**src/wdtm_pkg.sv**
```systemverilog
// constants, field positions, reset values and carrier types of the watchdog time-out monitor
// assumes one clock domain (mclk_i, 125 MHz) and a plain byte-wide register port
package wdtm_pkg;

    // ****************************************
    // sizes
    // ****************************************
    localparam int unsigned WDTM_CNT_W = 27;

    // ****************************************
    // register offsets
    // ****************************************
    localparam logic [7:0] OFS_WDCTL = 8'h00;
    localparam logic [7:0] OFS_CLKCTL = 8'h01;
    localparam logic [7:0] OFS_TIMED_ACCESS = 8'h02;
    localparam logic [7:0] OFS_IRQ_STATUS = 8'h03;
    localparam logic [7:0] OFS_IRQ_CLEAR = 8'h04;
    localparam logic [7:0] OFS_IRQ_ENABLE = 8'h05;
    localparam logic [7:0] OFS_WD_INT_CTL = 8'h06;
    localparam logic [7:0] OFS_WD_STATE = 8'h07;
    localparam logic [7:0] OFS_CNT_B0 = 8'h08;
    localparam logic [7:0] OFS_CNT_B1 = 8'h09;
    localparam logic [7:0] OFS_CNT_B2 = 8'h0a;
    localparam logic [7:0] OFS_CNT_B3 = 8'h0b;

    // ****************************************
    // field positions
    // ****************************************
    localparam int unsigned WDCTL_POWER_ON_BIT = 6;
    localparam int unsigned WDCTL_TIMEOUT_BIT = 3;
    localparam int unsigned WDCTL_CAUSE_BIT = 2;
    localparam int unsigned WDCTL_RESET_EN_BIT = 1;
    localparam int unsigned WDCTL_RESTART_BIT = 0;
    localparam int unsigned CLKCTL_INTERVAL_LSB = 6;
    localparam int unsigned IRQ_TIMEOUT_BIT = 0;
    localparam int unsigned IRQ_WD_RESET_BIT = 1;
    localparam int unsigned INTCTL_WD_EN_BIT = 0;
    localparam int unsigned INTCTL_GLOBAL_EN_BIT = 7;
    localparam int unsigned STATE_PENDING_BIT = 0;
    localparam int unsigned STATE_SYS_RST_BIT = 1;
    localparam int unsigned STATE_UNLOCKED_BIT = 2;

    // ****************************************
    // reset values
    // ****************************************
    localparam logic [7:0] CLKCTL_RESET = 8'h00;
    localparam logic [1:0] IRQ_REG_RESET = 2'h0;
    localparam logic [7:0] INTCTL_RESET = 8'h00;

    // ****************************************
    // timing counts and timed-access keys
    // ****************************************
    localparam logic [WDTM_CNT_W-1:0] RESET_DELAY_CLKS = 27'h0000200;
    localparam int unsigned MACHINE_CYCLE_CLKS = 4;
    localparam logic [3:0] RESET_PULSE_CLKS = 4'(2 * MACHINE_CYCLE_CLKS);
    localparam logic [2:0] TA_WINDOW_CLKS = 3'h4;
    localparam logic [7:0] TA_KEY_FIRST = 8'haa;
    localparam logic [7:0] TA_KEY_SECOND = 8'h55;

    // ****************************************
    // carrier types
    // ****************************************
    typedef struct packed {
        logic [7:0] addr;
        logic [7:0] wdata;
        logic wr;
        logic rd;
    } wdtm_bus_req_type;

    typedef enum logic [1:0] {
        TA_LOCKED,
        TA_ARMED,
        TA_OPEN
    } wdtm_ta_state_type;

    typedef struct packed {
        wdtm_ta_state_type state;
        logic [2:0] win;
    } wdtm_ta_type;

    typedef struct packed {
        logic [WDTM_CNT_W-1:0] cnt;
        logic power_on;
        logic timeout;
        logic cause;
        logic reset_en;
        logic pending;
        logic [7:0] clkctl;
        logic [1:0] irq_status;
        logic [1:0] irq_enable;
        logic [7:0] intctl;
        logic [3:0] rst_cnt;
        logic [23:0] cnt_snap;
        logic ext_meta;
        logic ext_sync;
        logic [7:0] rdata;
    } wdtm_state_type;

    localparam wdtm_state_type WDTM_STATE_RESET = '{
        cnt: '0,
        power_on: 1'b1,
        timeout: 1'b0,
        cause: 1'b0,
        reset_en: 1'b0,
        pending: 1'b0,
        clkctl: CLKCTL_RESET,
        irq_status: IRQ_REG_RESET,
        irq_enable: IRQ_REG_RESET,
        intctl: INTCTL_RESET,
        rst_cnt: 4'h0,
        cnt_snap: 24'h000000,
        ext_meta: 1'b0,
        ext_sync: 1'b0,
        rdata: 8'h00
    };

endpackage

```
**src/wdtm_timed_access.sv**
```systemverilog
// timed-access unlock sequencer for the protected watchdog control bits
// assumes key writes and the consuming write come from logic on mclk_i
module wdtm_timed_access
    import wdtm_pkg::*;
(
    input wire logic mclk_i,
    input wire logic rst_n_i,
    input wire logic key_we_i,
    input wire logic [7:0] key_i,
    input wire logic consume_i,
    output logic open_o
);

    wdtm_ta_type s_q;
    wdtm_ta_type s_d;

    // ****************************************
    // sequencer
    // ****************************************
    // the second key must follow within the window, and one unlock buys one write
    always_comb begin
        s_d = s_q;
        if (s_q.win != 3'h0) begin
            s_d.win = s_q.win - 3'h1;
        end
        case (s_q.state)
            TA_LOCKED: begin
                if (key_we_i && key_i == TA_KEY_FIRST) begin
                    s_d.state = TA_ARMED;
                    s_d.win = TA_WINDOW_CLKS - 3'h1;
                end
            end
            TA_ARMED: begin
                if (key_we_i) begin
                    if (key_i == TA_KEY_SECOND) begin
                        s_d.state = TA_OPEN;
                        s_d.win = TA_WINDOW_CLKS - 3'h1;
                    end else begin
                        s_d.state = TA_LOCKED;
                    end
                end else if (s_q.win == 3'h0) begin
                    s_d.state = TA_LOCKED;
                end
            end
            TA_OPEN: begin
                if (consume_i || key_we_i || s_q.win == 3'h0) begin
                    s_d.state = TA_LOCKED;
                end
            end
            default: begin
                s_d.state = TA_LOCKED;
            end
        endcase
    end

    always_ff @(posedge mclk_i) begin
        if (!rst_n_i) begin
            s_q <= '{state: TA_LOCKED, win: 3'h0};
        end else begin
            s_q <= s_d;
        end
    end

    assign open_o = (s_q.state == TA_OPEN);

endmodule

```
**src/wdtm_watchdog.sv**
```systemverilog
// watchdog time-out monitor: divider counter, time-out flag, delayed system reset,
// register port, interrupt status/enable and timed-access protection
// assumes rst_n_i is the power-on/power-fail reset and ext_rst_i an asynchronous pin
// Behaviour
// - free-running counter divides clock; selected time-out sets the time-out flag
// - watchdog interrupt needs time-out flag, watchdog enable and global enable
// - interrupt path and reset path are enabled independently
// - restart bit zeroes the counter and always reads back as zero
// - after restart count clocks; interval from clock control bits 7:6
// - intervals 2^17, 2^20, 2^23, 2^26; reset 512 clocks later
// - with reset enabled, system reset follows flag by exactly 512 clocks
// - watchdog reset lasts two machine cycles and sets the cause flag bit 2
// - time-out flag bit 3 sets regardless of enables; software or power-on reset clears it
// - power-on or power-fail reset disables the watchdog reset function
// - external or watchdog reset only restarts the counter, enables kept
// - power-on flag bit 6 set at power-up; software may write it
// - cause flag untouched while reset disabled; software or power-fail clears it
// - watchdog reset works only while reset enable bit 1 is one
// - power-on, reset enable, time-out and restart writes need timed access
// - interval field resets to shortest setting, 2^17 clocks
//
// Implementation choices: the register addresses and the strobed register port.
module wdtm_watchdog
    import wdtm_pkg::*;
#(
    parameter logic [WDTM_CNT_W-1:0] TIMEOUT_CLKS_0 = 27'h0020000,
    parameter logic [WDTM_CNT_W-1:0] TIMEOUT_CLKS_1 = 27'h0100000,
    parameter logic [WDTM_CNT_W-1:0] TIMEOUT_CLKS_2 = 27'h0800000,
    parameter logic [WDTM_CNT_W-1:0] TIMEOUT_CLKS_3 = 27'h4000000
) (
    input wire logic mclk_i,
    input wire logic rst_n_i,
    input wire wdtm_bus_req_type bus_i,
    input wire logic ext_rst_i,
    output logic [7:0] rdata_o,
    output logic sys_rst_o,
    output logic wd_irq_o,
    output logic irq_o
);

    wdtm_state_type s_q;
    wdtm_state_type s_d;
    logic ta_open;
    logic wd_we;
    logic prot_we;
    logic ta_key_we;
    logic restart;
    logic timeout_evt;
    logic reset_evt;
    logic [WDTM_CNT_W-1:0] int_to;
    logic [WDTM_CNT_W-1:0] rst_to;

    // ****************************************
    // timed access
    // ****************************************
    assign ta_key_we = bus_i.wr && bus_i.addr == OFS_TIMED_ACCESS;
    assign wd_we = bus_i.wr && bus_i.addr == OFS_WDCTL;
    assign prot_we = wd_we && ta_open;

    wdtm_timed_access u_timed_access (
        .mclk_i(mclk_i),
        .rst_n_i(rst_n_i),
        .key_we_i(ta_key_we),
        .key_i(bus_i.wdata),
        .consume_i(wd_we),
        .open_o(ta_open)
    );

    // ****************************************
    // interval selection
    // ****************************************
    always_comb begin
        case (s_q.clkctl[CLKCTL_INTERVAL_LSB +: 2])
            2'h0: int_to = TIMEOUT_CLKS_0;
            2'h1: int_to = TIMEOUT_CLKS_1;
            2'h2: int_to = TIMEOUT_CLKS_2;
            2'h3: int_to = TIMEOUT_CLKS_3;
            default: int_to = TIMEOUT_CLKS_0;
        endcase
        rst_to = int_to + RESET_DELAY_CLKS;
    end

    // ****************************************
    // next state
    // ****************************************
    always_comb begin
        s_d = s_q;

        // pin crossing; only the second stage is read
        s_d.ext_meta = ext_rst_i;
        s_d.ext_sync = s_q.ext_meta;

        // events from the divider
        timeout_evt = (s_q.cnt == int_to - 27'h1);
        reset_evt = s_q.reset_en && s_q.pending && (s_q.cnt == rst_to - 27'h1);

        // counter and restart sources
        restart = (prot_we && bus_i.wdata[WDCTL_RESTART_BIT])
            || s_q.ext_sync
            || (s_q.rst_cnt != 4'h0)
            || reset_evt;
        if (restart) begin
            s_d.cnt = '0;
            s_d.pending = 1'b0;
        end else begin
            s_d.cnt = s_q.cnt + 27'h1;
            if (timeout_evt) begin
                s_d.pending = 1'b1;
            end
        end

        // protected control bits; the restart bit itself is never stored
        if (prot_we) begin
            s_d.power_on = bus_i.wdata[WDCTL_POWER_ON_BIT];
            s_d.timeout = bus_i.wdata[WDCTL_TIMEOUT_BIT];
            s_d.reset_en = bus_i.wdata[WDCTL_RESET_EN_BIT];
        end
        // cause flag is cleared by an ordinary write of zero
        if (wd_we && !bus_i.wdata[WDCTL_CAUSE_BIT]) begin
            s_d.cause = 1'b0;
        end
        // hardware sets after software clears, so a same-cycle event is kept
        if (timeout_evt && !restart) begin
            s_d.timeout = 1'b1;
        end
        if (reset_evt) begin
            s_d.cause = 1'b1;
        end

        // system reset pulse of two machine cycles
        if (reset_evt) begin
            s_d.rst_cnt = RESET_PULSE_CLKS;
        end else if (s_q.rst_cnt != 4'h0) begin
            s_d.rst_cnt = s_q.rst_cnt - 4'h1;
        end

        // unprotected registers
        if (bus_i.wr && bus_i.addr == OFS_CLKCTL) begin
            s_d.clkctl = bus_i.wdata;
        end
        if (bus_i.wr && bus_i.addr == OFS_IRQ_ENABLE) begin
            s_d.irq_enable = bus_i.wdata[1:0];
        end
        if (bus_i.wr && bus_i.addr == OFS_WD_INT_CTL) begin
            s_d.intctl = bus_i.wdata;
        end

        // sticky interrupt status: clear first, then set so the event wins
        if (bus_i.wr && bus_i.addr == OFS_IRQ_CLEAR) begin
            s_d.irq_status = s_q.irq_status & ~bus_i.wdata[1:0];
        end
        if (timeout_evt && !restart) begin
            s_d.irq_status[IRQ_TIMEOUT_BIT] = 1'b1;
        end
        if (reset_evt) begin
            s_d.irq_status[IRQ_WD_RESET_BIT] = 1'b1;
        end

        // counter snapshot: reading byte 0 freezes the upper bytes for a coherent read
        if (bus_i.rd && bus_i.addr == OFS_CNT_B0) begin
            s_d.cnt_snap = {5'h00, s_q.cnt[WDTM_CNT_W-1:8]};
        end

        // read data stands for exactly one cycle after the strobe
        s_d.rdata = 8'h00;
        if (bus_i.rd) begin
            case (bus_i.addr)
                OFS_WDCTL: begin
                    s_d.rdata[WDCTL_POWER_ON_BIT] = s_q.power_on;
                    s_d.rdata[WDCTL_TIMEOUT_BIT] = s_q.timeout;
                    s_d.rdata[WDCTL_CAUSE_BIT] = s_q.cause;
                    s_d.rdata[WDCTL_RESET_EN_BIT] = s_q.reset_en;
                end
                OFS_CLKCTL: s_d.rdata = s_q.clkctl;
                OFS_IRQ_STATUS: s_d.rdata = {6'h00, s_q.irq_status};
                OFS_IRQ_ENABLE: s_d.rdata = {6'h00, s_q.irq_enable};
                OFS_WD_INT_CTL: s_d.rdata = s_q.intctl;
                OFS_WD_STATE: begin
                    s_d.rdata[STATE_PENDING_BIT] = s_q.pending;
                    s_d.rdata[STATE_SYS_RST_BIT] = (s_q.rst_cnt != 4'h0);
                    s_d.rdata[STATE_UNLOCKED_BIT] = ta_open;
                end
                OFS_CNT_B0: s_d.rdata = s_q.cnt[7:0];
                OFS_CNT_B1: s_d.rdata = s_q.cnt_snap[7:0];
                OFS_CNT_B2: s_d.rdata = s_q.cnt_snap[15:8];
                OFS_CNT_B3: s_d.rdata = s_q.cnt_snap[23:16];
                default: s_d.rdata = 8'h00;
            endcase
        end
    end

    // ****************************************
    // state register
    // ****************************************
    // power-on reset clears the reset enable and cause, sets the power-on flag
    always_ff @(posedge mclk_i) begin
        if (!rst_n_i) begin
            s_q <= WDTM_STATE_RESET;
        end else begin
            s_q <= s_d;
        end
    end

    // ****************************************
    // outputs
    // ****************************************
    assign rdata_o = s_q.rdata;
    assign sys_rst_o = (s_q.rst_cnt != 4'h0);
    assign wd_irq_o = s_q.timeout && s_q.intctl[INTCTL_WD_EN_BIT]
        && s_q.intctl[INTCTL_GLOBAL_EN_BIT];
    assign irq_o = |(s_q.irq_status & s_q.irq_enable);

endmodule

```
**config.mk**
```make
export PLATFORM = sky130hd
export DESIGN_NAME = wdtm_watchdog
export DESIGN_NICKNAME = d
export VERILOG_FILES = /design/src/wdtm_pkg.sv /design/src/wdtm_timed_access.sv /design/src/wdtm_watchdog.sv
export SDC_FILE = /design/constraint.sdc
export NUM_CORES = 1
export LEC_CHECK = 0
export BUFFER_PORTS_ARGS = -buffer_cell sky130_fd_sc_hd__buf_2
export CAP_MARGIN = 30
export CORE_AREA = 2 2 100 102
export CTS_BUF_LIST = sky130_fd_sc_hd__clkbuf_4 sky130_fd_sc_hd__clkbuf_8
export CTS_CLUSTER_DIAMETER = 120
export CTS_CLUSTER_SIZE = 12
export DETAILED_ROUTE_END_ITERATION = 10
export DIE_AREA = 0 0 102 104
export PLACE_DENSITY = 0.7
export SKIP_LAST_GASP = 1
export SLEW_MARGIN = 20
export SYNTH_ARGS = -nofsm -noshare
export SYNTH_HDL_FRONTEND = slang
export SYNTH_SLANG_ARGS = --single-unit
```
**constraint.sdc**
```tcl
create_clock -name mclk_i -period 2.45 [get_ports mclk_i]
set_clock_uncertainty 0.2 [all_clocks]
set_input_delay 0.245 -clock mclk_i [delete_from_list [all_inputs] [get_ports mclk_i]]
set_output_delay 0.245 -clock mclk_i [all_outputs]
set_load 0.1 [all_outputs]
```
==> results of run 1 <==
power by group through the flow:
stage | Combinational [mW] | Sequential, mW | Clock (mW)
3_3_place_gp | 0.688 | 1.59 | 0
5_1_grt | 0.790 | 1.56 | 1.25
6_report | 0.716 | 1.56 | 1.16
4_1_cts | 0.717 | 1.55 | 1.16
3_5_place_dp | 0.706 | 1.59 | 0
2_1_floorplan | 0.516 | 1.59 | 0
flip-flops by register name, indices dropped and copies added (netlist names):
register / flops
s_d: 1
rdata_o: 8
u_timed_access.s_q: 5
s_q: 76
synthesized netlist by cell type, drive strengths merged, types with 2 or more instances:
| master | count | area [um2] |
|---|---|---|
| o211a | 3 | 30.0 |
| and3 | 9 | 58.8 |
| nand3b | 8 | 60.1 |
| a31oi | 5 | 31.3 |
| nand4 | 13 | 81.3 |
| nand2 | 41 | 156 |
| a22o | 4 | 35.0 |
| mux2i | 31 | 310 |
| and2 | 5 | 31.3 |
| o2bb2ai | 2 | 17.5 |
| or3 | 6 | 37.5 |
| nor4bb | 2 | 20.0 |
| a211o | 2 | 17.5 |
| nand3 | 50 | 260 |
| o21ai | 9 | 45.0 |
| xnor2 | 12 | 105 |
| xor2 | 16 | 140 |
| o31ai | 2 | 15.0 |
| a22oi | 5 | 37.5 |
| nand2b | 4 | 25.0 |
| o22ai | 3 | 18.8 |
| a21oi | 41 | 205 |
| or2 | 2 | 12.5 |
| ha | 6 | 75.1 |
| inv | 11 | 41.3 |
| nor4 | 6 | 80.1 |
| o2111ai | 2 | 17.5 |
| dfxtp | 90 | 1800 |
| nor3b | 3 | 33.8 |
| clkbuf | 21 | 80.1 |
| nor4b | 2 | 17.5 |
| nor2 | 64 | 285 |
| buf | 27 | 198 |
| o21a | 2 | 15.0 |
| nor3 | 14 | 81.3 |
| nor2b | 9 | 56.3 |
| or4 | 3 | 26.3 |
final cells by class:
type	count	area share, %
clock inverter	6	1.68
sequential	90	34.0
tap	133	3.14
inverter	11	0.779
multi-input combinational	399	48.6
timing repair buffer	72	9.25
clock buffer	10	2.60
cells by family (layout without fill, tap and decap cells):
| group | Yosys count | after routing | synth area share [%] |
|---|---|---|---|
| AND/OR/NAND/NOR | 244 | 244 | 28.8 |
| XOR/XNOR | 28 | 28 | 5.24 |
| buffers and inverters | 59 | 99 | 6.82 |
| flip-flops | 90 | 90 | 38.5 |
| AO/OA/AOI/OAI | 90 | 90 | 12.4 |
| adder cells (fa/ha/maj) | 6 | 6 | 1.60 |
| multiplexers | 31 | 31 | 6.63 |
routing by layer:
metal,wire [um],up-vias,global-route usage (%),share of wire (%)
met3,553,31,4.30,4.5
met1,5540,1927,31.4,45
met4,453,0,11.0,3.7
met5,0,-,0,0
li1,-,1998,-,-
met2,5670,124,38.4,46
path summary, 6_finish.rpt:
kind,from,to,slack (ps),depth (start not counted)
setup / recovery,s_q[34]$_SDFFE_PP0P_,rdata_o[1]$_SDFF_PN0_,90,7
hold / removal,bus_i[3],s_q[51]$_SDFFE_PN0P_,9,3
setup reg to reg,s_q[34]$_SDFFE_PP0P_,rdata_o[1]$_SDFF_PN0_,90,7
hold reg to reg,s_d[8]$_SDFF_PN0_,s_q[8]$_SDFF_PN0_,240,1
cells in the final DEF (no fill, tap or decap), drive strengths merged, types with 4 or more instances in the layout:
master / count
dfxtp: 90
buf: 66
nor2: 64
nand3: 50
a21oi: 41
nand2: 41
mux2i: 31
xor2: 16
nor3: 14
nand4: 13
xnor2: 12
inv: 12
clkbuf: 10
nor2b: 9
o21ai: 9
and3: 9
nand3b: 8
or3: 6
ha: 6
dlygate4sd3: 6
nor4: 6
and2: 5
a31oi: 5
a22oi: 5
nand2b: 4
a22o: 4
critical path: cells and delay by family (launching register included):
family          cells  cell delay, ps
simple gates        1             360
buf+inv             2             280
fa+ha+maj           1             170
flops               1             320
mux                 1             280
compound gates      2             640
per-stage QoR:
step                std cells  cell area [um2]
floorplan                 548             4680
detailed placement        699             5010
global route              721             5300
global placement          699             5010
finish                    721             5300
CTS                       721             5300
what timing repair did:
item	in CTS	in global routing
hold buffers	6	0
buffers inserted	0	0
hold endpoints to repair	11	0
==> flow_summary.json, run 1 <==
{
  "outcome": "finished clean",
  "hold_viol": 0,
  "io_pins": 32,
  "drive_above_1_share_pct": 20.1,
  "post-dp-hpwl_mm": 8.99,
  "wire_per_inst_um": 16.9,
  "cts_sinks": 90,
  "slew_viol_final": 0,
  "die_area_um2": 10600,
  "syn_avg_cell_area_um2": 8.54,
  "final_util_pct": 55.5,
  "fin_crit_sh_pct": 96.2,
  "coreArea_um2": 9550,
  "regArea_um2": 1800,
  "crit_path_max_incr_delay_ps": 470,
  "cp_data_arrival_time_ps": 2400,
  "required_ps": 2490,
  "multi_input_area_um2": 2570,
  "clk_latency_ps": 370,
  "portBuffers": 31,
  "start_util_pct": 49.0,
  "cts_tree": "done",
  "grt_pass1_vias": 3991,
  "n_antenna_cell": 0,
  "chipHeight_um": 104,
  "dr_total_vias": 4080,
  "synth_top_flop_cell": "dfxtp_1",
  "fp-row-count": 36,
  "period_minus_slack_ps": 2360,
  "critical_path_class": "register to register",
  "worst_slack_ps": 92.1,
  "gp_congestion": 0.905,
  "timing.fmax_mhz": 424,
  "synth_fp_nets": 575,
  "cts_resized": 0,
  "drc": 0,
  "routed_via_density": 5.66,
  "finalPower_mw": 3.43,
  "nFillCells": 884,
  "cts_root_buf": "clkbuf_8",
  "grt_use_total_pct": 24.1,
  "totalWireLength_mm": 12.2,
  "critPathMaxFanout": 6,
  "worst_setup_path_end_kind": "register",
  "path_cells": "inv_1 > ha_1 > or3b_1 > buf_4 > mux2i_1 > o22ai_1 > o41a_1",
  "setup_viol": 0,
  "die_x_um": 102,
  "seq_area_frac_synth_pct": 38.5,
  "drt_first_pass_iters": 5,
  "p_seq_share_pct": 45.4,
  "max-vdd-ir-drop_mv": 0.317,
  "netlist_area_um2": 4680,
  "synthCells": 548,
  "grt_max_degree": 46,
  "grt_overflow": 0,
  "clkTransAtPathRegs_ps": 90,
  "ys_async_sr_fraction_pct": 0,
  "holdWs_ps": 9.15,
  "antenna_found_initial": 0,
  "grt_pass1_wl_mm": 20.0,
  "synth_warnings": 0,
  "worstMarginPinSlew_ps": 695,
  "slowest_stage": "o41a_1",
  "clock_power_share_pct": 33.7,
  "synth_edf_count": 0,
  "cp-start-kind": "register",
  "p_int_mw": 2.39,
  "final_nets": 610,
  "p_leak_nw": 1.96,
  "relSlewSlack_pct": 53.5,
  "drtAntennaViolNets": 0,
  "power_density_nw_per_um2": 647,
  "power_frac_comb_pct": 20.9,
  "rsz0062_at_grt": "no",
  "swShare_pct": 30.1,
  "area_growth_pct": 13.2,
  "switchingPower_mw": 1.03,
  "maxCapViolations": 0,
  "synth-seq-cells": 90,
  "h-tree-depth": 3,
  "setup_tns_ps": 0,
  "clockBufferDepth": 2,
  "min_path_type": "input pin to register",
  "numCtsBuffers": 9,
  "synthDistinctLibCells": 64,
  "drtIter0Drc": 222,
  "place_ws_ps": 124
}
Power figures use the tool's default switching activity.
==> inputs of run 2 (changes only) <==
==> constraint.sdc (replaced) <==
create_clock -name mclk_i -period 2.38 [get_ports mclk_i]
set_clock_uncertainty 0.2 [all_clocks]
set_input_delay 0.238 -clock mclk_i [delete_from_list [all_inputs] [get_ports mclk_i]]
set_output_delay 0.238 -clock mclk_i [all_outputs]
set_load 0.1 [all_outputs]
==> run 2 against run 1 <==
Against the previous run: combinational power is 11% higher; die area is the same; critical path depth rose by 1; design area rose by 3.3%; wire length rose by 6.2%; non-clock buffer count is 20 higher; flip-flop and latch count did not move; clock power decreased by 6%; utilization rose by 1.8 points; global-route usage grew 0.62 points; via count grew 6.1%; register-to-register slack lost 20 ps; critical path type unchanged; largest power group unchanged.
==> flow_summary.json, run 2 (same netlist as run 1, synthesis figures left out) <==
{
  "totalWireLength_mm": 13.0,
  "drtAntennaViolNets": 0,
  "cts_tree": "done",
  "n_antenna_cell": 0,
  "fp-row-count": 36,
  "slowest_stage": "or3b_1",
  "place_ws_ps": -88.5,
  "switchingPower_mw": 1.09,
  "cts_root_buf": "clkbuf_8",
  "reg2reg_slack_ps": 70,
  "critPathTopFamily": "simple AND/OR/NAND/NOR gates",
  "drive_above_1_share_pct": 23.6,
  "period_minus_slack_ps": 2310,
  "layout_common_cells": "89 x dfxtp_1, 52 x buf_4, 47 x nand3_1",
  "wire_per_inst_um": 17.5,
  "power_density_nw_per_um2": 637,
  "setup_tns_ps": 0,
  "drc": 0,
  "drtIter0Drc": 277,
  "chipHeight_um": 104,
  "timing.fmax_mhz": 433,
  "p_int_mw": 2.39,
  "io_pins": 32,
  "clockBufferDepth": 2,
  "outcome": "finished clean",
  "fin_crit_sh_pct": 97.1,
  "max-vdd-ir-drop_mv": 0.351,
  "h-tree-depth": 3,
  "worst_setup_path_end_kind": "register",
  "swShare_pct": 31.3,
  "final_area_um2": 5480,
  "die_area_um2": 10600,
  "antenna_found_initial": 0,
  "grt_use_total_pct": 24.7,
  "relSlewSlack_pct": 46.0,
  "min_path_type": "input pin to register",
  "clock_power_share_pct": 31.3,
  "hold_viol": 0,
  "die_x_um": 102,
  "final_common_cell": "dfxtp_1",
  "clk_latency_ps": 370,
  "cp_data_arrival_time_ps": 2420,
  "p_seq_share_pct": 45.9,
  "gp_congestion": 0.924,
  "post-dp-hpwl_mm": 9.38,
  "critPathMaxFanout": 13,
  "required_ps": 2490,
  "dr_total_vias": 4327,
  "top_register": "s_q",
  "clkTransAtPathRegs_ps": 100,
  "routed_via_density": 5.85,
  "area_growth_pct": 17.0,
  "critical_path_class": "register to register",
  "grt_overflow": 0,
  "maxCapViolations": 0,
  "postPlaceCellArea_um2": 5130,
  "path_cells": "inv_1 > ha_1 > or3b_1 > or3_4 > a41oi_4 > o31ai_4 > buf_8 > nor2_2",
  "coreArea_um2": 9550,
  "largest_reg_flops": 76,
  "worst_slack_ps": 69.2,
  "worstMarginPinSlew_ps": 809,
  "grt_pass1_wl_mm": 20.5,
  "p_leak_nw": 2.07,
  "cts_sinks": 90,
  "slew_viol_final": 0,
  "setup_viol": 0,
  "grt_pass1_vias": 4290,
  "numCtsBuffers": 9,
  "cp-start-kind": "register",
  "crit_path_max_incr_delay_ps": 370,
  "power_frac_comb_pct": 22.8,
  "dpl.cell_count": 715,
  "grt_max_degree": 46,
  "stdcell_count": 740,
  "crit_buf_inv": 2,
  "holdWs_ps": 5.54,
  "final_nets": 630,
  "drt_first_pass_iters": 5,
  "start_util_pct": 49.0,
  "portBuffers": 31,
  "nFillCells": 876
}
[run 2: per-stage QoR]
stage                     total power, mW  utilization, %
final                                3.49            57.4
after floorplan                      2.17               -
after CTS                            3.46            56.9
after global routing                 3.62            57.4
after global placement               2.31            53.6
after detailed placement             2.36            53.7
[run 2: power groups by stage]
| stage | logic [mW] | clock network, mW | registers (mW) |
|---|---|---|---|
| 2_1_floorplan | 0.540 | 0 | 1.63 |
| 3_3_place_gp | 0.674 | 0 | 1.63 |
| 3_5_place_dp | 0.722 | 0 | 1.64 |
| 4_1_cts | 0.769 | 1.09 | 1.60 |
| 5_1_grt | 0.856 | 1.15 | 1.61 |
| 6_report | 0.796 | 1.09 | 1.60 |
[run 2: final cells by class]
type	instances	area (um2)	area share [%]
repair buffers	92	651	11.9
clock buffers	10	138	2.51
multi-input cells	399	2610	47.7
well taps	133	166	3.04
inverters	11	41.3	0.754
flip-flops and latches	90	1810	33.0
clock inverters	5	62.6	1.14
[run 2: worst min-delay path: stages]
cell and delay, ps:
buf_2 150, mux2i_1 90, nor2_1 80
[run 2: routing by layer]
metal,track usage (%),vias up,wire [um]
li1,-,2031,-
met1,29.8,2079,5400
met2,40.8,177,6230
met3,5.71,40,805
met4,12.0,0,540
met5,0,-,0
[run 2: path summary, 6_finish.rpt]
check	start	end	cells past startpoint
hold reg to reg	s_d[8]$_SDFF_PN0_	s_q[8]$_SDFF_PN0_	1
setup / recovery	s_q[34]$_SDFFE_PP0P_	s_q[76]$_SDFF_PP0_	8
hold / removal	bus_i[3]	s_q[51]$_SDFFE_PN0P_	3
setup reg to reg	s_q[34]$_SDFFE_PP0P_	s_q[76]$_SDFF_PP0_	8
[run 2: repair_timing]
action,in CTS,in global routing
gates resized for setup,2,7
pin swaps,0,1
hold buffers,7,0
setup endpoints to repair,14,15
buffers inserted,1,2
hold endpoints to repair,12,0
